===== config.mk =====
export PLATFORM = sky130hd
export DESIGN_NAME = rpc_regs
export DESIGN_NICKNAME = d
export VERILOG_FILES = /design/src/include/rpc_pkg.sv /design/src/logic/rpc_regs.sv
export SDC_FILE = /design/constraint.sdc
export NUM_CORES = 1
export LEC_CHECK = 0
export ABC_AREA = 1
export BUFFER_PORTS_ARGS = -buffer_cell sky130_fd_sc_hd__buf_4
export CAP_MARGIN = 20
export CORE_UTILIZATION = 27
export CTS_CLUSTER_SIZE = 10
export DETAILED_ROUTE_END_ITERATION = 8
export MAX_ROUTING_LAYER = met4
export PLACE_DENSITY = 0.47
export SLEW_MARGIN = 30
export SYNTH_ARGS = -nofsm -noshare
export SYNTH_HDL_FRONTEND = slang
export SYNTH_SLANG_ARGS = --single-unit

===== constraint.sdc =====
create_clock -name ref_clk -period 3.9 [get_ports ref_clk]
set_input_delay 0 -clock ref_clk [delete_from_list [all_inputs] [get_ports ref_clk]]
set_output_delay 0 -clock ref_clk [all_outputs]
set_load 0.03 [all_outputs]

===== src/include/rpc_pkg.sv =====
// Constants and types shared by the record path control register bank.
`default_nettype none
package rpc_pkg;
  // Register addresses as seen on the device's control port.
  localparam int unsigned RPC_NREG = 4;
  localparam int unsigned RPC_IDX_BEEP = 0;
  localparam int unsigned RPC_IDX_PWR = 1;
  localparam int unsigned RPC_IDX_LEFT = 2;
  localparam int unsigned RPC_IDX_RIGHT = 3;
  localparam logic [15:0] RPC_ADDR [RPC_NREG] = '{16'h4008, 16'h4009, 16'h400e, 16'h400f};
  // Writable bits of each register; reserved bits are cleared on write and read as zero.
  localparam logic [7:0] RPC_MASK [RPC_NREG] = '{8'h3f, 8'h7e, 8'he7, 8'he7};
  localparam logic [7:0] RPC_RST [RPC_NREG] = '{8'h00, 8'h00, 8'h00, 8'h00};
  localparam logic [7:0] RPC_RD_NONE = 8'h00;

  // Digital microphone and beep control fields.
  localparam int unsigned RPC_DMIC_LSB = 4;
  localparam int unsigned RPC_DMIC_W = 2;
  localparam logic [1:0] RPC_DMIC_ONE = 2'h1;
  localparam logic [1:0] RPC_DMIC_TWO = 2'h2;
  localparam int unsigned RPC_BEEP_UNMUTE_BIT = 3;
  localparam int unsigned RPC_BEEP_GAIN_LSB = 0;
  localparam int unsigned RPC_GAIN_W = 3;

  // Record power management fields.
  localparam int unsigned RPC_BOOST_LSB = 5;
  localparam int unsigned RPC_ADC_BIAS_LSB = 3;
  localparam int unsigned RPC_FE_BIAS_LSB = 1;
  localparam int unsigned RPC_MODE_W = 2;

  // Input amplifier control fields, same layout on both channels.
  localparam int unsigned RPC_AMP_GAIN_LSB = 5;
  localparam int unsigned RPC_AMP_SE_BIT = 2;
  localparam int unsigned RPC_AMP_UNMUTE_BIT = 1;
  localparam int unsigned RPC_AMP_EN_BIT = 0;

  // Bias field encodings.
  localparam logic [1:0] RPC_CODE_NORMAL = 2'h0;
  localparam logic [1:0] RPC_CODE_EXTREME = 2'h1;
  localparam logic [1:0] RPC_CODE_SAVING = 2'h2;
  localparam logic [1:0] RPC_CODE_ENHANCED = 2'h3;

  // Gain in dB for each code, signed for the beep path.
  localparam logic signed [6:0] RPC_BEEP_DB [8] = '{7'sh00, 7'sh06, 7'sh0a, 7'sh0e, 7'sh69, 7'sh14, 7'sh1a, 7'sh20};
  localparam logic [5:0] RPC_AMP_DB [8] = '{6'h00, 6'h06, 6'h0a, 6'h0e, 6'h11, 6'h14, 6'h1a, 6'h20};
  localparam logic signed [6:0] RPC_BEEP_DB_MAX = 7'sh20;
  localparam logic signed [6:0] RPC_BEEP_DB_ATTEN = 7'sh69;
  localparam logic [2:0] RPC_BEEP_CODE_MAX = 3'h7;
  localparam logic [2:0] RPC_BEEP_CODE_ATTEN = 3'h4;

  typedef enum logic [1:0] {
    RPC_MODE_NORMAL,
    RPC_MODE_POWER_SAVING,
    RPC_MODE_ENHANCED,
    RPC_MODE_EXTREME_SAVING
  } rpc_pmode_t;
endpackage : rpc_pkg
`default_nettype wire


===== src/logic/rpc_regs.sv =====
// Record path control register bank with decoded, registered control outputs.
`default_nettype none
// How it works
// - Digital mic field picks mic one or two; selecting one powers down analog front end.
// - Beep mute bit silences the analog beep input while in muting state (0).
// - Beep gain resets to 0 dB; codes step 0,6,10,14,20,26,32 dB.
// - Beep gain code 100 gives -23 dB attenuation instead of a gain step.
// - Record power register offers normal, saving, enhanced and extreme saving modes.
// - Mixer boost field: 00 normal, 01..11 boost levels one to three; resets normal.
// - Converter bias: 00 normal, 01 extreme, 10 saving, 11 enhanced; resets 00.
// - Front-end bias uses the converter bias encoding and resets to normal.
// - Left gain codes give 0,6,10,14,17,20,26,32 dB; resets to 0 dB.
// - Left single-ended bit uses single pin, drops positive pin, ties complement to common.
// - Left mute bit 0 mutes, 1 unmutes; resets muted.
// - Left enable bit 1 powers the left amplifier unless a digital mic is selected; resets disabled.
// - Right gain mirrors left gain: eight steps 0 to 32 dB, resets 0 dB.
// - Right single-ended bit uses single pin, drops positive pin, ties complement to common.
// - Right mute bit 0 mutes whole right amplifier, 1 unmutes; resets muted.
// - Right enable bit 1 powers the right amplifier unless a digital mic is selected; resets disabled.
module rpc_regs (
  input wire logic ref_clk, // Control clock.
  input wire logic srst, // Synchronous reset, active high.
  input wire logic ce, // Clock enable; all state holds while low.
  input wire logic [15:0] reg_addr, // Register address from the control port.
  input wire logic reg_wr_en, // Write strobe.
  input wire logic [7:0] reg_wdata, // Write data.
  input wire logic reg_rd_en, // Read strobe.
  output logic [7:0] reg_rdata, // Read data, valid with reg_rvalid.
  output logic reg_rvalid, // Read answer pulse.
  output logic digital_mic_input_one_en, // Digital mic one selected.
  output logic digital_mic_input_two_en, // Digital mic two selected.
  output logic analog_front_end_pd, // Analog record front end powered down.
  output logic beep_muted, // Beep input path muted.
  output logic signed [6:0] beep_gain_db, // Beep gain in dB.
  output logic [1:0] mixer_boost_level, // Mixer boost level, 0 is normal.
  output var rpc_pkg::rpc_pmode_t adc_bias_mode, // Converter bias mode.
  output var rpc_pkg::rpc_pmode_t front_end_bias_mode, // Input amplifier and mixer bias mode.
  output logic [5:0] left_gain_db, // Left amplifier gain in dB.
  output logic left_single_ended_input_pin_en, // Left single-ended pin in use.
  output logic left_positive_diff_input_pin_en, // Left positive differential pin in use.
  output logic left_complement_to_cm, // Left complementary input tied to common mode.
  output logic left_amp_muted, // Left amplifier muted.
  output logic left_amp_powered, // Left amplifier powered.
  output logic [5:0] right_gain_db, // Right amplifier gain in dB.
  output logic right_single_ended_input_pin_en, // Right single-ended pin in use.
  output logic right_positive_diff_input_pin_en, // Right positive differential pin in use.
  output logic right_complement_to_cm, // Right complementary input tied to common mode.
  output logic right_amp_muted, // Right amplifier muted.
  output logic right_amp_powered // Right amplifier powered.
);
  import rpc_pkg::*;

  logic [7:0] regs [RPC_NREG];
  logic [7:0] beep_r;
  logic [7:0] pwr_r;
  logic [7:0] left_r;
  logic [7:0] right_r;
  logic dmic_active;

  // Returns true when the address selects register idx.
  function automatic logic rpc_hit(input logic [15:0] addr, input int unsigned idx);
    rpc_hit = (addr == RPC_ADDR[idx]);
  endfunction : rpc_hit

  // Read multiplexer; an unmapped address answers zero.
  function automatic logic [7:0] rpc_read(input logic [15:0] addr, input logic [7:0] r0,
                                          input logic [7:0] r1, input logic [7:0] r2,
                                          input logic [7:0] r3);
    logic [7:0] v;
    v = RPC_RD_NONE;
    if (rpc_hit(addr, RPC_IDX_BEEP)) begin
      v = r0;
    end else if (rpc_hit(addr, RPC_IDX_PWR)) begin
      v = r1;
    end else if (rpc_hit(addr, RPC_IDX_LEFT)) begin
      v = r2;
    end else if (rpc_hit(addr, RPC_IDX_RIGHT)) begin
      v = r3;
    end
    rpc_read = v;
  endfunction : rpc_read

  // Maps a two-bit bias code onto the four power modes.
  function automatic rpc_pmode_t rpc_mode(input logic [1:0] code);
    rpc_pmode_t m;
    case (code)
      RPC_CODE_NORMAL: m = RPC_MODE_NORMAL;
      RPC_CODE_EXTREME: m = RPC_MODE_EXTREME_SAVING;
      RPC_CODE_SAVING: m = RPC_MODE_POWER_SAVING;
      RPC_CODE_ENHANCED: m = RPC_MODE_ENHANCED;
      default: m = RPC_MODE_NORMAL;
    endcase
    rpc_mode = m;
  endfunction : rpc_mode

  // Register storage: reserved bits are masked off so they can never be set.
  generate
    for (genvar i = 0; i < RPC_NREG; i++) begin : g_reg
      always_ff @(posedge ref_clk) begin
        if (srst) begin
          regs[i] <= RPC_RST[i];
        end else if (ce && reg_wr_en && rpc_hit(reg_addr, i)) begin
          regs[i] <= reg_wdata & RPC_MASK[i];
        end
      end
    end
  endgenerate

  assign beep_r = regs[RPC_IDX_BEEP];
  assign pwr_r = regs[RPC_IDX_PWR];
  assign left_r = regs[RPC_IDX_LEFT];
  assign right_r = regs[RPC_IDX_RIGHT];

  // Read port answers one cycle after the strobe.
  always_ff @(posedge ref_clk) begin
    if (srst) begin
      reg_rdata <= RPC_RD_NONE;
      reg_rvalid <= 1'b0;
    end else if (ce) begin
      reg_rvalid <= reg_rd_en;
      if (reg_rd_en) begin
        reg_rdata <= rpc_read(reg_addr, beep_r, pwr_r, left_r, right_r);
      end
    end
  end

  // The reserved code 11 selects no microphone, so the analog path stays usable.
  assign dmic_active = (beep_r[RPC_DMIC_LSB +: RPC_DMIC_W] == RPC_DMIC_ONE) ||
                       (beep_r[RPC_DMIC_LSB +: RPC_DMIC_W] == RPC_DMIC_TWO);

  // Microphone and beep controls.
  always_ff @(posedge ref_clk) begin
    if (srst) begin
      digital_mic_input_one_en <= 1'b0;
      digital_mic_input_two_en <= 1'b0;
      analog_front_end_pd <= 1'b0;
      beep_muted <= 1'b1;
      beep_gain_db <= RPC_BEEP_DB[0];
    end else if (ce) begin
      digital_mic_input_one_en <= (beep_r[RPC_DMIC_LSB +: RPC_DMIC_W] == RPC_DMIC_ONE);
      digital_mic_input_two_en <= (beep_r[RPC_DMIC_LSB +: RPC_DMIC_W] == RPC_DMIC_TWO);
      analog_front_end_pd <= dmic_active;
      beep_muted <= !beep_r[RPC_BEEP_UNMUTE_BIT];
      beep_gain_db <= RPC_BEEP_DB[beep_r[RPC_BEEP_GAIN_LSB +: RPC_GAIN_W]];
    end
  end

  // Record power management.
  always_ff @(posedge ref_clk) begin
    if (srst) begin
      mixer_boost_level <= RPC_CODE_NORMAL;
      adc_bias_mode <= RPC_MODE_NORMAL;
      front_end_bias_mode <= RPC_MODE_NORMAL;
    end else if (ce) begin
      mixer_boost_level <= pwr_r[RPC_BOOST_LSB +: RPC_MODE_W];
      adc_bias_mode <= rpc_mode(pwr_r[RPC_ADC_BIAS_LSB +: RPC_MODE_W]);
      front_end_bias_mode <= rpc_mode(pwr_r[RPC_FE_BIAS_LSB +: RPC_MODE_W]);
    end
  end

  // Left input amplifier; a selected digital mic overrides its power.
  always_ff @(posedge ref_clk) begin
    if (srst) begin
      left_gain_db <= RPC_AMP_DB[0];
      left_single_ended_input_pin_en <= 1'b0;
      left_positive_diff_input_pin_en <= 1'b1;
      left_complement_to_cm <= 1'b0;
      left_amp_muted <= 1'b1;
      left_amp_powered <= 1'b0;
    end else if (ce) begin
      left_gain_db <= RPC_AMP_DB[left_r[RPC_AMP_GAIN_LSB +: RPC_GAIN_W]];
      left_single_ended_input_pin_en <= left_r[RPC_AMP_SE_BIT];
      left_positive_diff_input_pin_en <= !left_r[RPC_AMP_SE_BIT];
      left_complement_to_cm <= left_r[RPC_AMP_SE_BIT];
      left_amp_muted <= !left_r[RPC_AMP_UNMUTE_BIT];
      left_amp_powered <= left_r[RPC_AMP_EN_BIT] && !dmic_active;
    end
  end

  // Right input amplifier; a selected digital mic overrides its power.
  always_ff @(posedge ref_clk) begin
    if (srst) begin
      right_gain_db <= RPC_AMP_DB[0];
      right_single_ended_input_pin_en <= 1'b0;
      right_positive_diff_input_pin_en <= 1'b1;
      right_complement_to_cm <= 1'b0;
      right_amp_muted <= 1'b1;
      right_amp_powered <= 1'b0;
    end else if (ce) begin
      right_gain_db <= RPC_AMP_DB[right_r[RPC_AMP_GAIN_LSB +: RPC_GAIN_W]];
      right_single_ended_input_pin_en <= right_r[RPC_AMP_SE_BIT];
      right_positive_diff_input_pin_en <= !right_r[RPC_AMP_SE_BIT];
      right_complement_to_cm <= right_r[RPC_AMP_SE_BIT];
      right_amp_muted <= !right_r[RPC_AMP_UNMUTE_BIT];
      right_amp_powered <= right_r[RPC_AMP_EN_BIT] && !dmic_active;
    end
  end

  // A write that selects digital mic one powers down the front end and the left amplifier two edges later.
  dmic_power_a: assert property (
    @(posedge ref_clk) disable iff (srst)
    ce && reg_wr_en && rpc_hit(reg_addr, RPC_IDX_BEEP) &&
    reg_wdata[RPC_DMIC_LSB +: RPC_DMIC_W] == RPC_DMIC_ONE ##1 ce |=> analog_front_end_pd && !left_amp_powered)
    else $error("Digital mic selected but analog front end not powered down.");

  beep_mute_a: assert property (
    @(posedge ref_clk) disable iff (srst)
    ce && !beep_r[RPC_BEEP_UNMUTE_BIT] |=> beep_muted)
    else $error("Beep path not muted while its mute bit is zero.");

  beep_gain_a: assert property (
    @(posedge ref_clk) disable iff (srst)
    ce && beep_r[RPC_BEEP_GAIN_LSB +: RPC_GAIN_W] == RPC_BEEP_CODE_MAX |=> beep_gain_db == RPC_BEEP_DB_MAX)
    else $error("Highest beep gain code does not give 32 dB.");

  beep_atten_a: assert property (
    @(posedge ref_clk) disable iff (srst)
    ce && beep_r[RPC_BEEP_GAIN_LSB +: RPC_GAIN_W] == RPC_BEEP_CODE_ATTEN |=> beep_gain_db == RPC_BEEP_DB_ATTEN)
    else $error("Beep gain code 100 does not give -23 dB.");

  boost_reset_a: assert property (
    @(posedge ref_clk)
    srst |=> mixer_boost_level == RPC_CODE_NORMAL && pwr_r == RPC_RST[RPC_IDX_PWR])
    else $error("Mixer boost not normal after reset.");

  adc_bias_a: assert property (
    @(posedge ref_clk) disable iff (srst)
    ce && pwr_r[RPC_ADC_BIAS_LSB +: RPC_MODE_W] == RPC_CODE_EXTREME |=> adc_bias_mode == RPC_MODE_EXTREME_SAVING)
    else $error("Converter bias code 01 is not extreme power saving.");

  fe_bias_a: assert property (
    @(posedge ref_clk) disable iff (srst)
    ce && pwr_r[RPC_FE_BIAS_LSB +: RPC_MODE_W] == RPC_CODE_SAVING |=> front_end_bias_mode == RPC_MODE_POWER_SAVING)
    else $error("Front-end bias code 10 is not power saving.");

  left_gain_a: assert property (
    @(posedge ref_clk) disable iff (srst)
    ce |=> left_gain_db == RPC_AMP_DB[$past(left_r[RPC_AMP_GAIN_LSB +: RPC_GAIN_W])])
    else $error("Left gain does not follow its code.");

  left_single_a: assert property (
    @(posedge ref_clk) disable iff (srst)
    left_single_ended_input_pin_en |-> !left_positive_diff_input_pin_en && left_complement_to_cm)
    else $error("Left single-ended mode leaves the positive pin in use.");

  left_mute_a: assert property (
    @(posedge ref_clk) disable iff (srst)
    ce && left_r[RPC_AMP_UNMUTE_BIT] |=> !left_amp_muted)
    else $error("Left amplifier muted while its unmute bit is one.");

  left_enable_a: assert property (
    @(posedge ref_clk) disable iff (srst)
    ce && !left_r[RPC_AMP_EN_BIT] |=> !left_amp_powered)
    else $error("Left amplifier powered while disabled.");

  right_gain_a: assert property (
    @(posedge ref_clk) disable iff (srst)
    ce |=> right_gain_db == RPC_AMP_DB[$past(right_r[RPC_AMP_GAIN_LSB +: RPC_GAIN_W])])
    else $error("Right gain does not follow its code.");

  right_single_a: assert property (
    @(posedge ref_clk) disable iff (srst)
    ce && right_r[RPC_AMP_SE_BIT] |=> right_single_ended_input_pin_en && !right_positive_diff_input_pin_en)
    else $error("Right single-ended mode not applied.");

  right_mute_a: assert property (
    @(posedge ref_clk) disable iff (srst)
    ce && !right_r[RPC_AMP_UNMUTE_BIT] |=> right_amp_muted)
    else $error("Right amplifier unmuted while its mute bit is zero.");

  right_enable_a: assert property (
    @(posedge ref_clk) disable iff (srst)
    ce && right_r[RPC_AMP_EN_BIT] && !dmic_active |=> right_amp_powered)
    else $error("Right amplifier not powered while enabled.");

  reserved_read_a: assert property (
    @(posedge ref_clk) disable iff (srst)
    ce && reg_rd_en && rpc_hit(reg_addr, RPC_IDX_LEFT) |=> reg_rvalid && (reg_rdata & ~RPC_MASK[RPC_IDX_LEFT]) == 8'h00)
    else $error("Reserved bits of the left amplifier register read nonzero.");

  right_dmic_off_a: assert property (
    @(posedge ref_clk) disable iff (srst)
    ce && dmic_active |=> analog_front_end_pd && !right_amp_powered)
    else $error("Right amplifier powered while a digital mic is selected.");

  dmic_two_a: assert property (
    @(posedge ref_clk) disable iff (srst)
    ce && beep_r[RPC_DMIC_LSB +: RPC_DMIC_W] == RPC_DMIC_TWO |=> digital_mic_input_two_en && analog_front_end_pd)
    else $error("Digital mic two not selected by its code.");

  dmic_none_a: assert property (
    @(posedge ref_clk) disable iff (srst)
    ce && !dmic_active |=> !analog_front_end_pd && !digital_mic_input_one_en && !digital_mic_input_two_en)
    else $error("Analog front end powered down with no digital mic selected.");

  beep_unmute_a: assert property (
    @(posedge ref_clk) disable iff (srst)
    ce && beep_r[RPC_BEEP_UNMUTE_BIT] |=> !beep_muted)
    else $error("Beep path muted while its mute bit is one.");

  boost_follow_a: assert property (
    @(posedge ref_clk) disable iff (srst)
    ce |=> mixer_boost_level == $past(pwr_r[RPC_BOOST_LSB +: RPC_MODE_W]))
    else $error("Mixer boost level does not follow its field.");

  adc_bias_enh_a: assert property (
    @(posedge ref_clk) disable iff (srst)
    ce && pwr_r[RPC_ADC_BIAS_LSB +: RPC_MODE_W] == RPC_CODE_ENHANCED |=> adc_bias_mode == RPC_MODE_ENHANCED)
    else $error("Converter bias code 11 is not enhanced performance.");

  fe_bias_extreme_a: assert property (
    @(posedge ref_clk) disable iff (srst)
    ce && pwr_r[RPC_FE_BIAS_LSB +: RPC_MODE_W] == RPC_CODE_EXTREME |=>
    front_end_bias_mode == RPC_MODE_EXTREME_SAVING)
    else $error("Front-end bias code 01 is not extreme power saving.");

  left_diff_a: assert property (
    @(posedge ref_clk) disable iff (srst)
    ce && !left_r[RPC_AMP_SE_BIT] |=>
    left_positive_diff_input_pin_en && !left_single_ended_input_pin_en && !left_complement_to_cm)
    else $error("Left differential mode not restored when single-ended bit is zero.");

  left_mute_on_a: assert property (
    @(posedge ref_clk) disable iff (srst)
    ce && !left_r[RPC_AMP_UNMUTE_BIT] |=> left_amp_muted)
    else $error("Left amplifier unmuted while its mute bit is zero.");

  left_power_on_a: assert property (
    @(posedge ref_clk) disable iff (srst)
    ce && left_r[RPC_AMP_EN_BIT] && !dmic_active |=> left_amp_powered)
    else $error("Left amplifier not powered while enabled.");

  right_unmute_a: assert property (
    @(posedge ref_clk) disable iff (srst)
    ce && right_r[RPC_AMP_UNMUTE_BIT] |=> !right_amp_muted)
    else $error("Right amplifier muted while its unmute bit is one.");

  right_power_off_a: assert property (
    @(posedge ref_clk) disable iff (srst)
    ce && !right_r[RPC_AMP_EN_BIT] |=> !right_amp_powered)
    else $error("Right amplifier powered while disabled.");

  reserved_beep_a: assert property (
    @(posedge ref_clk) disable iff (srst)
    ce && reg_rd_en && rpc_hit(reg_addr, RPC_IDX_BEEP) |=> (reg_rdata & ~RPC_MASK[RPC_IDX_BEEP]) == RPC_RD_NONE)
    else $error("Reserved bits of the mic and beep register read nonzero.");

  reserved_right_a: assert property (
    @(posedge ref_clk) disable iff (srst)
    ce && reg_rd_en && rpc_hit(reg_addr, RPC_IDX_RIGHT) |=> (reg_rdata & ~RPC_MASK[RPC_IDX_RIGHT]) == RPC_RD_NONE)
    else $error("Reserved bits of the right amplifier register read nonzero.");

  unmapped_read_a: assert property (
    @(posedge ref_clk) disable iff (srst)
    ce && reg_rd_en && !rpc_hit(reg_addr, RPC_IDX_BEEP) && !rpc_hit(reg_addr, RPC_IDX_PWR) &&
    !rpc_hit(reg_addr, RPC_IDX_LEFT) && !rpc_hit(reg_addr, RPC_IDX_RIGHT) |=>
    reg_rvalid && reg_rdata == RPC_RD_NONE)
    else $error("Unmapped address read back nonzero.");

endmodule : rpc_regs
`default_nettype wire


; Yosys cells after proc, flatten, opt, wreduce, memory -nomap -nowiden
; Memories as Yosys holds them, arrays and structs flattened. A register that Yosys moved wholly into a read port is not among the register bits.
; Index checks and enable logic that the tools add are counted.
[classes]
eq_ne = 12
mux = 24
bitwise_logic = 7
reduce_logical = 17
[op_table]
columns = op, count
row1 = $eq 16x15->1 const B, 4
row2 = $mux 8, 8
row3 = $pmux 2 s4, 2
row4 = $mux 1, 14
row5 = $not 3->4, 3
row6 = $eq 2x2->1 const B, 5
row7 = $logic_and 1x1->1, 7
row8 = $eq 2x1->1 const B, 3
row9 = $logic_not 1->1, 6
row10 = $logic_not 2->1, 2
row11 = $or 1x1->1, 4
row12 = $reduce_and 2->1, 1
row13 = $logic_or 1x1->1, 1
[totals]
ff_bits = 27
mem_bits_rw = 32
rom_bits = 152
input_bits = 29
output_inout_bits = 48
word_cells = 81
memories = 4
[memory_table]
columns = memory, words, width, read_ports, rd_clocked_by_memory_dff, wr, line
row1 = (name not given), 8, 7, 1, 1, 0, rpc_regs.sv:144  ; beep_gain_db <= RPC_BEEP_DB[beep_r[RPC_BEEP_GAIN_LSB +: RPC_GAIN_W]];
row2 = (name not given), 8, 6, 1, 1, 0, rpc_regs.sv:190  ; right_gain_db <= RPC_AMP_DB[right_r[RPC_AMP_GAIN_LSB +: RPC_GAIN_W]];
row3 = (name not given), 8, 6, 1, 1, 0, rpc_regs.sv:171  ; left_gain_db <= RPC_AMP_DB[left_r[RPC_AMP_GAIN_LSB +: RPC_GAIN_W]];
row4 = regs, 4, 8, 4, 0, 4, rpc_regs.sv:53  ; logic [7:0] regs [RPC_NREG];

; Longest topological paths before layout
; Gate-level depths: netlist of run 1.
[logic_depth]
word_depth = 6
mapped_depth = 10
mapped_depth_nobuf = 10

; Least setup slack after synthesis of run 1
; No wires, ideal clock.
[synth_path]
kind = in2reg
startpoint = input reg_addr[7]
endpoint = memory regs[2][0], enable pin
setup_ps = 377
t_arrival_ps = 1044
required_time_ps = 3523
slack_ps = 2479
stages = 6
path_buffers = 1
path_cell_list = nor2_1 nand2_1 nor2_2 buf_4 nand2_1 o21ai_0
[synth_lines]
columns = item, line
row1 = start: declaration, rpc_regs.sv:24  ; input wire logic [15:0] reg_addr,
row2 = end: declaration, rpc_regs.sv:53

==> results of run 1 <==
==> kinds of logic (layout without fill, tap and decap cells) <==
group	Yosys count	after routing
flops	69	69
compound gates	73	73
simple gates	177	177
fa+ha+maj	8	8
buf+inv	56	133
==> area by class of cell <==
class / count / area share
clock buffer: 13 / 0.0729
inverter: 39 / 0.0352
timing repair buffer: 78 / 0.142
multi-input combinational: 258 / 0.307
sequential: 69 / 0.390
tap: 140 / 0.0422
clock inverter: 3 / 0.0108
==> stage by stage <==
| step | area [um^2] | total power (W) | setup slack (ns) | cells |
|---|---|---|---|---|
| floorplan | 3130 | 0.000939 | 2.48 | 383 |
| global placement | 3800 | 0.00103 | 1.85 | 583 |
| detailed placement | 3800 | 0.00103 | 1.86 | 583 |
| CTS | 4160 | 0.00196 | 2.17 | 600 |
| global route | 4160 | 0.00202 | 2.22 | 600 |
| finish | 4160 | 0.00194 | 2.40 | 600 |
==> how the worst max path moves through the flow <==
stage / from / to / depth (start not counted)
2_1_floorplan: reg_addr[7] / regs[2][0] / 6
3_3_place_gp: reg_addr[7] / regs[2][6] / 6
3_5_place_dp: reg_addr[7] / regs[2][1] / 6
4_1_cts: reg_addr[7] / regs[2][2] / 6
5_1_grt: reg_addr[9] / regs[0][2] / 6
6_report: reg_addr[15] / regs[0][4] / 6
==> sequential cells by signal (all words and copies together) (netlist names), 2 cells and up <==
name and cells:
reg_rdata 8, regs 24, right_gain_db 6, beep_gain_db 6, left_gain_db 6, mixer_boost_level 2, adc_bias_mode 2, front_end_bias_mode 2
==> where the power goes <==
group          switching, W  internal [W]
Clock              0.000317      0.000609
Combinational      0.000132     0.0000755
Sequential        0.0000261      0.000780
Total              0.000475       0.00147
==> critical path, cell delays in order <==
cell and delay, ns:
buf_4 0.12, nor2_1 0.10, nand2_1 0.07, nor2_2 0.25, nand3_1 0.22, o21ai_0 0.70
==> per-layer routing <==
metal,vias to the layer above,part of all wire
met4,0,0.026
met3,16,0.055
met1,1247,0.47
li1,1402,-
met5,-,0
met2,93,0.45
==> cell usage in the layout (no fill, tap or decap), types with 6 or more instances in the layout <==
cell,netlist,layout
nand4_1,6,6
edfxtp_1,24,24
inv_1,34,34
o21ai_0,27,25
dfxtp_1,45,45
ha_1,8,8
nor2_2,6,6
a21oi_1,32,32
nand3_1,19,19
buf_4,5,77
nor2_1,66,66
nand2_1,69,69
clkbuf_16,0,11
==> cells in the mapped netlist (all sizes together) <==
master	instances	area, um^2
a21oi	35	186
buf	6	41.3
a31oi	1	6.26
inv	38	143
clkinv	1	3.75
ha	8	100
nand2	72	278
o21ai	28	140
a221oi	1	8.76
dfxtp	45	901
nand4	6	37.5
edfxtp	24	721
o2111ai	1	8.76
nand3b	2	15.0
o21a	3	22.5
nand3	21	115
nor2	74	317
clkbuf	11	41.3
nor3	2	10.0
a2bb2oi	1	8.76
o211ai	3	22.5
==> what timing repair did <==
action / CTS / global route
hold buffers: 1 / 0
hold endpoints to repair: 2 / 0
resized for setup: 0 / 0
==> out/metrics.yaml, run 1 <==
track_usage: 0.156
htree_levels: 3
holdPathStages: 3
chipWidth_um: 110
syn_inst: 383
area_growth_pct: 32.9
cts_root_buf: "clkbuf_16"
hold_viol: 0
grt_pass1_vias: 2697
antenna_found_initial: 0
routedWlPerCell_um: 14.2
syn_area_um2: 3130
start_util: 0.282
fmax_mhz: 665
cts_buffers: 9
gp_congestion: 0.880
synth_fa_ha_area_frac: 0.0320
synth-compound-area-share: 0.129
fin_nets: 492
clock_latency_ns: 0.33
status: "finished clean"
synthMuxAreaShare: 0
r2r.worst_path.cells: 4
ys_seq_area_frac: 0.519
hold_path_class: "in -> reg"
timing.hold.ws_ns: 0.00282
grt_pass1_wl_um: 13800
multi_input_area_um2: 1280
rows: 38
drv_cap: 0
arrival_ns: 1.46
avgSynthCellArea_um2: 8.16
slew_viol_final: 0
critPathMaxFanout: 6
pin_count: 77
drt_wl_total_um: 8540
met1_usage: 0.203
cp-start-kind: "input pin"
r2r-end: "beep_gain_db[5]"
grt_max_degree: 37
period_share: 0.385
period_needed_ns: 1.50
overflow: 0
ff_latch_area_um2: 1620
worstHoldEndpoint: "regs[2][6]"
fill_cells: 1147
synth_top_family_by_area: "simple AND/OR/NAND/NOR gates"
num_antenna_cells: 0
synth.ff_latch_count: 69
yosys.area_share.simple: 0.247
setup_viol: 0
critPathKind: "in -> reg"
rsz0062_at_grt: "false"
design.core.area_um2: 11100
synth.distinct_cells: 30
viasPerCell: 4.60
min-delay-start: "reg_wdata[6]"
cts_tree: "yes"
tns_ns: 0
postCtsSetupBuffers: 0
grtUsageMet2: 0.236
fin_skew_ns: 0.00510
drt_iter0_markers: 156
tightest_slew_ns: 0.816
utilization: 0.375
port_buffers: 76
route.detailed.drc: 0
chipHeight_um: 110
leakagePower_nw: 1.84
cp-end-kind: "flip-flop"
yosysWarnings: 0
vias: 2758
die-area_um2: 12000
busiest_layer: "met2"
ff2ff_setup_slack_ns: 2.74
clk_pin_slew_ns: 0.06
synth_nets: 420
drive_gt1_frac: 0.246
reg2reg_from: "regs[0][0]"
powerDensity_nw_per_um2: 467
ant_nets: 0
clock-sinks: 69
required_ns: 3.86
dp_hpwl_um: 6260
clk_path_buf_depth: 2
drtPass1Iterations: 5
synth_xor_area_frac: 0
relSlewSlack: 0.450
peakVddDrop_mv: 0.258
use_met3: 0.0249
Note: power is estimated with default switching activity, not from simulation.
==> run 2: changes to the inputs <==
--- a/config.mk
+++ b/config.mk
@@ -5,7 +5,7 @@
 export SDC_FILE = /design/constraint.sdc
 export NUM_CORES = 1
 export LEC_CHECK = 0
-export ABC_AREA = 1
+export ABC_AREA = 0
 export BUFFER_PORTS_ARGS = -buffer_cell sky130_fd_sc_hd__buf_4
 export CAP_MARGIN = 20
 export CORE_UTILIZATION = 27
==> constraint.sdc (replaced) <==
create_clock -name ref_clk -period 1.45 [get_ports ref_clk]
set_input_delay 0 -clock ref_clk [delete_from_list [all_inputs] [get_ports ref_clk]]
set_output_delay 0 -clock ref_clk [all_outputs]
set_load 0.03 [all_outputs]
==> run 2 against run 1 <==
- the flow now finishes with violations (setup timing)
- global-route usage is 1.3 points lower
- final area is 6.1% higher
- register-to-register slack got worse by 2.5 ns
- largest cell class unchanged
- highest routed layer unchanged
==> out/metrics.yaml, run 2 <==
leakagePower_nw: 1.83  # was 1.84 nW
required_ns: 1.49  # was 3.86 ns
powerDensity_nw_per_um2: 1100  # was 467 nW/um^2
chipHeight_um: 108  # was 110 um
viasPerCell: 4.58  # was 4.60
synth.ff_latch_count: 69  # unchanged
crit_top_cell: "buf_6"
final_cell_mix: "89 x buf_4, 45 x dfxtp_1, 24 x and2_1, 24 x edfxtp_1, 23 x a21oi_1"  # was 77 x buf_4, 69 x nand2_1, 66 x nor2_1
gp_congestion: 0.843  # was 0.880
relSlewSlack: 0.604  # was 0.450
grt_pass1_vias: 2337  # was 2697
design.core.area_um2: 10900  # was 11100 um^2
drt_wl_total_um: 7870  # was 8540 um
period_needed_ns: 1.57
overflow: 0  # unchanged
ant_nets: 0  # unchanged
clock-sinks: 69  # unchanged
slew_viol_final: 0  # unchanged
failed_checks: "setup timing"
syn_area_um2: 3060  # was 3130 um^2
wl_met2_um: 3460  # was 3830 um
top_regs: "regs x24, reg_rdata x8"  # unchanged
drtPass1Iterations: 5  # unchanged
port_buffers: 76  # unchanged
worstPathCellList: "buf_6 -> or4_4 -> nor4_4 -> nand3_4 -> buf_6 -> o21ai_4 -> buf_6"  # was buf_4 -> nor2_1 -> nand2_1 -> nor2_2 -> nand3_1 -> o21ai_0
fin_skew_ns: 0.00768  # was 0.00510 ns
ys_top_cells_by_area: "dfxtp_1 29%, edfxtp_1 24%, and2_1 5.1%, mux2i_1 4.3%, nand2b_1 3.9%"  # was dfxtp_1 29%, edfxtp_1 23%, nand2_1 8.3%, nor2_1 7.9%, a21oi_1 5.1%
yosysWarnings: 0  # unchanged
grt_max_degree: 66  # was 37
die-area_um2: 11700  # was 12000 um^2
largest_register_ffs: 24  # unchanged
fin_area_um2: 4410  # was 4160 um^2
num_antenna_cells: 0  # unchanged
antenna_found_initial: 0  # unchanged
synth.distinct_cells: 36  # was 30
yosys-top-cells-count: "45 x dfxtp_1, 25 x and2_1, 24 x edfxtp_1"  # was 69 x nand2_1, 66 x nor2_1, 45 x dfxtp_1
hold_viol: 0  # unchanged
clk_path_buf_depth: 2  # unchanged
drive_gt1_frac: 0.324  # was 0.246
fmax_mhz: 639
total_power_w: 0.00486  # was 0.00194 W
multi_input_area_um2: 1410  # was 1280 um^2
yosysMostFrequentCell: "dfxtp_1"  # was nand2_1
syn_inst: 305  # was 383
fin_nets: 442  # was 492
synth_nets: 342  # was 420
start_util: 0.279  # was 0.282
tightest_slew_ns: 0.593  # was 0.816 ns
top_layer: "met4"  # unchanged
cts_tree: "yes"  # unchanged
fill_cells: 1119  # was 1147
arrival_ns: 1.61  # was 1.46 ns
timing.hold.ws_ns: 0.00252  # was 0.00282 ns
ff_latch_area_um2: 1620  # unchanged
crit_path_max_incr_delay_ns: 0.56  # was 0.70 ns
regMostFlops: "regs"  # unchanged
setup_viol: 42  # was 0
post_dp_cell_area_um2: 3950  # was 3800 um^2
peakVddDrop_mv: 0.552  # was 0.258 mV
synth-edff-count: 24  # unchanged
clock_latency_ns: 0.33  # about the same
cp-start-kind: "input pin"  # unchanged
track_usage: 0.144  # was 0.156
ys_seq_area_frac: 0.531  # was 0.519
finalWorstSetupSlack_ns: -0.116  # was 2.40 ns
grt_pass1_wl_um: 12200  # was 13800 um
chipWidth_um: 108  # was 110 um
synth_ff_type: "dfxtp_1"  # unchanged
routedWlPerCell_um: 14.3  # was 14.2 um
route.detailed.drc: 0  # unchanged
hold_path_class: "in -> reg"  # unchanged
area_growth_pct: 44.3  # was 32.9%
clk_pin_slew_ns: 0.05  # was 0.06 ns
drt_iter0_markers: 68  # was 156
synth_top_area_frac: 0.295  # was 0.288
synthArstFlopShare: 0  # unchanged
rsz0062_at_grt: "true"  # was false
htree_levels: 3  # unchanged
avgSynthCellArea_um2: 10.0  # was 8.16 um^2
crit_slowest_cell: "or4_4"  # was o21ai_0
critPathMaxFanout: 4  # was 6
status: "finished, violations left"  # was finished clean
period_share: 1.08
drv_cap: 0  # unchanged
critPathKind: "in -> reg"  # unchanged
cp-end-kind: "flip-flop"  # unchanged
synth_top_area_cell: "dfxtp_1"  # unchanged
layout_commonest_cell: "buf_4"  # unchanged
pin_count: 77  # unchanged
wl_met1_um: 3880  # was 4010 um
cts_buffers: 9  # unchanged
rows: 38  # unchanged
dp_hpwl_um: 5930  # was 6260 um
cts_root_buf: "clkbuf_16"  # unchanged
vias: 2521  # was 2758
wl_met3_um: 339  # was 472 um
## run 2: through the flow
stage	util	worst slack, ns	setup TNS [ns]	instances
2_1_floorplan	-	-0.401	-9.99	305
3_3_place_gp	0.361	-0.484	-20.95	522
3_5_place_dp	0.361	-0.506	-22.08	522
4_1_cts	0.400	-0.115	-3.85	550
5_1_grt	0.403	-0.171	-5.34	550
6_report	0.403	-0.116	-2.91	550
## run 2: path summary, 6_finish.rpt
check | from | endpoint | slack, ns | cells past startpoint
max | reg_addr[10] | regs[3][0] | -0.12 | 7
min reg2reg | reg_rdata[0] | reg_rdata[0] | 0.46 | 2
min | reg_wdata[1] | regs[1][1] | 0.003 | 2
max reg2reg | regs[0][0] | beep_gain_db[5] | 0.22 | 4
## run 2: repair_timing
item / 4_1_cts / 5_1_grt
hold endpoints to repair: 13 / 0
pin swaps: 17 / 11
endpoints found under the setup margin: 46 / 43
resized for setup: 10 / 7
hold buffers: 7 / 0
buffers inserted: 5 / 0
## run 2: critical path: cells and delay by family
kind	cells	cell delay [ns]
buf+inv	3	0.37
compound gates	1	0.16
simple gates	3	1.08
## run 2: cell families (layout without fill, tap and decap cells)
family,after synthesis,in the layout,share of synthesized area
AND/OR/NAND/NOR,129,129,0.239
flip-flops,69,69,0.531
AO/OA/AOI/OAI,58,58,0.115
buffers and inverters,28,133,0.0405
multiplexers,13,13,0.0426
adder cells (fa/ha/maj),8,8,0.0328
## run 2: per-layer routing
layer | track usage | vias to the layer above
met5 | - | -
met1 | 0.189 | 1156
met3 | 0.0211 | 15
met4 | 0.0811 | 0
met2 | 0.211 | 73
li1 | - | 1277
## run 2: layout make-up
class | instances | share of cell area
Clock buffer | 10 | 0.0519
Clock inverter | 6 | 0.0122
Inverter | 7 | 0.00596
Multi-Input combinational cell | 208 | 0.319
Sequential cell | 69 | 0.368
Tap cell | 140 | 0.0397
Timing Repair Buffer | 110 | 0.203
## run 2: power by group
part	total, W	internal (W)	switching (W)	leakage, nW
clock network	0.00209	0.00131	0.000780	0.143
registers	0.00216	0.00209	0.0000718	0.597
logic	0.000604	0.000261	0.000344	1.09
total	0.00486	0.00366	0.00120	1.83
==> run 3: changes to the inputs <==
--- a/config.mk
+++ b/config.mk
@@ -8,6 +8,7 @@
 export ABC_AREA = 0
 export BUFFER_PORTS_ARGS = -buffer_cell sky130_fd_sc_hd__buf_4
 export CAP_MARGIN = 20
+export CORE_ASPECT_RATIO = 0.75
 export CORE_UTILIZATION = 27
 export CTS_CLUSTER_SIZE = 10
 export DETAILED_ROUTE_END_ITERATION = 8
==> run 3 against run 2 <==
- the run ends with DRC, setup timing left
- wire length grew 5.9%
- total power is 3.7% lower
- final area shrank 1.6%
- cell count decreased by 0.18%
- register-to-register slack hardly changed
- critical endpoint is now regs[2][1]
==> out/metrics.yaml, run 3 (synthesized netlist as in run 2, its figures left out) <==
peakVddDrop_mv: 0.465  # was 0.552 mV
ant_nets: 0  # unchanged
critPathKind: "in -> reg"  # unchanged
chipHeight_um: 94.1  # was 108 um
placed_cells: 519  # was 522
setup_viol: 42  # unchanged
clk_path_buf_depth: 2  # unchanged
regMostFlops: "regs"  # unchanged
r2r.worst_path.cells: 4  # unchanged
relSlewSlack: 0.576  # was 0.604
dp_hpwl_um: 6080  # was 5930 um
die-area_um2: 11800  # was 11700 um^2
routedWlPerCell_um: 15.2  # was 14.3 um
viasPerCell: 4.60  # was 4.58
critPathMaxFanout: 6  # was 4
grt_pass1_wl_um: 12800  # was 12200 um
largest_register_ffs: 24  # unchanged
cts_root_buf: "clkbuf_16"  # unchanged
status: "finished, violations left"  # unchanged
rsz0062_at_grt: "true"  # unchanged
p_sw_w: 0.00118  # was 0.00120 W
clkPwrFrac: 0.407  # was 0.430
place_ws_ns: -0.564  # was -0.506 ns
hold_path_class: "in -> reg"  # unchanged
period_needed_ns: 1.58  # was 1.57 ns
hold_viol: 0  # unchanged
clock_latency_ns: 0.33  # about the same
worstHoldEndpoint: "regs[0][5]"  # was regs[1][1]
top_regs: "regs x24, reg_rdata x8"  # unchanged
fmax_mhz: 634  # was 639 MHz
period_share: 1.09  # was 1.08
start_util: 0.278  # was 0.279
overflow: 0  # unchanged
comb_power_share: 0.130  # was 0.124
min-delay-start: "reg_wdata[5]"  # was reg_wdata[1]
failed_checks: "DRC, setup timing"  # was setup timing
drtPass1Iterations: 6  # was 5
cp-end-kind: "flip-flop"  # unchanged
design.core.area_um2: 11000  # was 10900 um^2
clk_pin_slew_ns: 0.06  # was 0.05 ns
fin_skew_ns: 0.00733  # was 0.00768 ns
antenna_found_initial: 0  # unchanged
grt_max_degree: 52  # was 66
area_growth_pct: 42.0  # was 44.3%
layout_commonest_cell: "buf_4"  # unchanged
route.detailed.drc: 14  # was 0
holdPathStages: 2  # unchanged
tns_ns: -3.71  # was -2.91 ns
r2r-end: "beep_gain_db[5]"  # unchanged
clock-sinks: 69  # unchanged
htree_levels: 3  # unchanged
finalWorstSetupSlack_ns: -0.128  # was -0.116 ns
drt_iter0_markers: 154  # was 68
port_buffers: 76  # unchanged
final_cell_mix: "94 x buf_4, 45 x dfxtp_1, 25 x and2_1"  # was 89 x buf_4, 45 x dfxtp_1, 24 x and2_1, 24 x edfxtp_1, 23 x a21oi_1
drt_wl_total_um: 8340  # was 7870 um
swShare: 0.253  # was 0.246
num_antenna_cells: 0  # unchanged
gp_congestion: 0.759  # was 0.843
chipWidth_um: 125  # was 108 um
power.internal_w: 0.00350  # was 0.00366 W
rows: 33  # was 38
ff2ff_setup_slack_ns: 0.23  # was 0.22 ns
leakagePower_nw: 1.79  # was 1.83 nW
powerDensity_nw_per_um2: 1080  # was 1100 nW/um^2
required_ns: 1.65  # was 1.49 ns
tightest_slew_ns: 0.630  # was 0.593 ns
track_usage: 0.149  # was 0.144
cts_buffers: 9  # unchanged
pin_count: 77  # unchanged
grt_pass1_vias: 2415  # was 2337
fin_nets: 441  # was 442
vias: 2525  # was 2521
arrival_ns: 1.77  # was 1.61 ns
fill_cells: 1131  # was 1119
p_seq_frac: 0.462  # was 0.445
slew_viol_final: 0  # unchanged
cts_tree: "yes"  # unchanged
drive_gt1_frac: 0.313  # was 0.324
cp-start-kind: "input pin"  # unchanged
final_cells: 549  # was 550
drv_cap: 0  # unchanged
reg2reg_from: "regs[0][0]"  # unchanged
## run 3: worst max-delay path by stage
stage,startpoint,endpoint,slack [ns],cells after the start
after global routing,reg_addr[10],regs[2][1],-0.23,5
after detailed placement,reg_addr[9],regs[0][4],-0.56,6
after CTS,reg_addr[10],regs[3][6],-0.12,6
final,reg_addr[10],regs[2][1],-0.13,5
after global placement,reg_addr[9],regs[0][5],-0.53,6
after floorplan,reg_addr[9],regs[0][0],-0.40,4
## run 3: what timing repair did
item,CTS,global route
endpoints found under the setup margin,46,45
hold buffers,7,0
endpoints found under the hold margin,17,0
setup buffers,7,1
gates resized for setup,8,1
pin swaps,16,7
## run 3: layout make-up
| type | instances | area [um^2] | area share |
|---|---|---|---|
| multi-input combinational | 208 | 1400 | 0.322 |
| clock inverter | 3 | 13.8 | 0.00317 |
| sequential | 69 | 1620 | 0.374 |
| inverter | 7 | 26.3 | 0.00606 |
| tap | 140 | 175 | 0.0404 |
| clock buffer | 13 | 240 | 0.0554 |
| timing repair buffer | 109 | 866 | 0.200 |
## run 3: routing by layer
metal,GRT usage,up-vias,wire length (um)
li1,-,1278,-
met1,0.200,1174,4320
met2,0.216,61,3530
met3,0.0416,12,384
met4,0.0518,0,105
met5,-,-,0
## run 3: power by group through the flow
| stage | sequential, W | clock [W] | combinational (W) |
|---|---|---|---|
| 4_1_cts | 0.00216 | 0.00196 | 0.000614 |
| 3_5_place_dp | 0.00220 | 0 | 0.000587 |
| 3_3_place_gp | 0.00220 | 0 | 0.000582 |
| 2_1_floorplan | 0.00229 | 0 | 0.000229 |
| 6_report | 0.00216 | 0.00191 | 0.000610 |
| 5_1_grt | 0.00218 | 0.00204 | 0.000659 |
## run 3: worst max-delay path, cell delays in order
cell and delay [ns]:
buf_6 0.09, or4_4 0.56, or4_4 0.59, nor4_4 0.35, and2_1 0.19
## run 3: stage by stage
stage               hold slack, ns  power, W  utilization  area [um^2]
floorplan                    0.198   0.00252            -         3140
finish                     0.00924   0.00468        0.395         4340
global route               0.00705   0.00488        0.395         4340
detailed placement           0.304   0.00279        0.358         3930
global placement             0.306   0.00279        0.358         3930
CTS                       0.000755   0.00474        0.395         4340
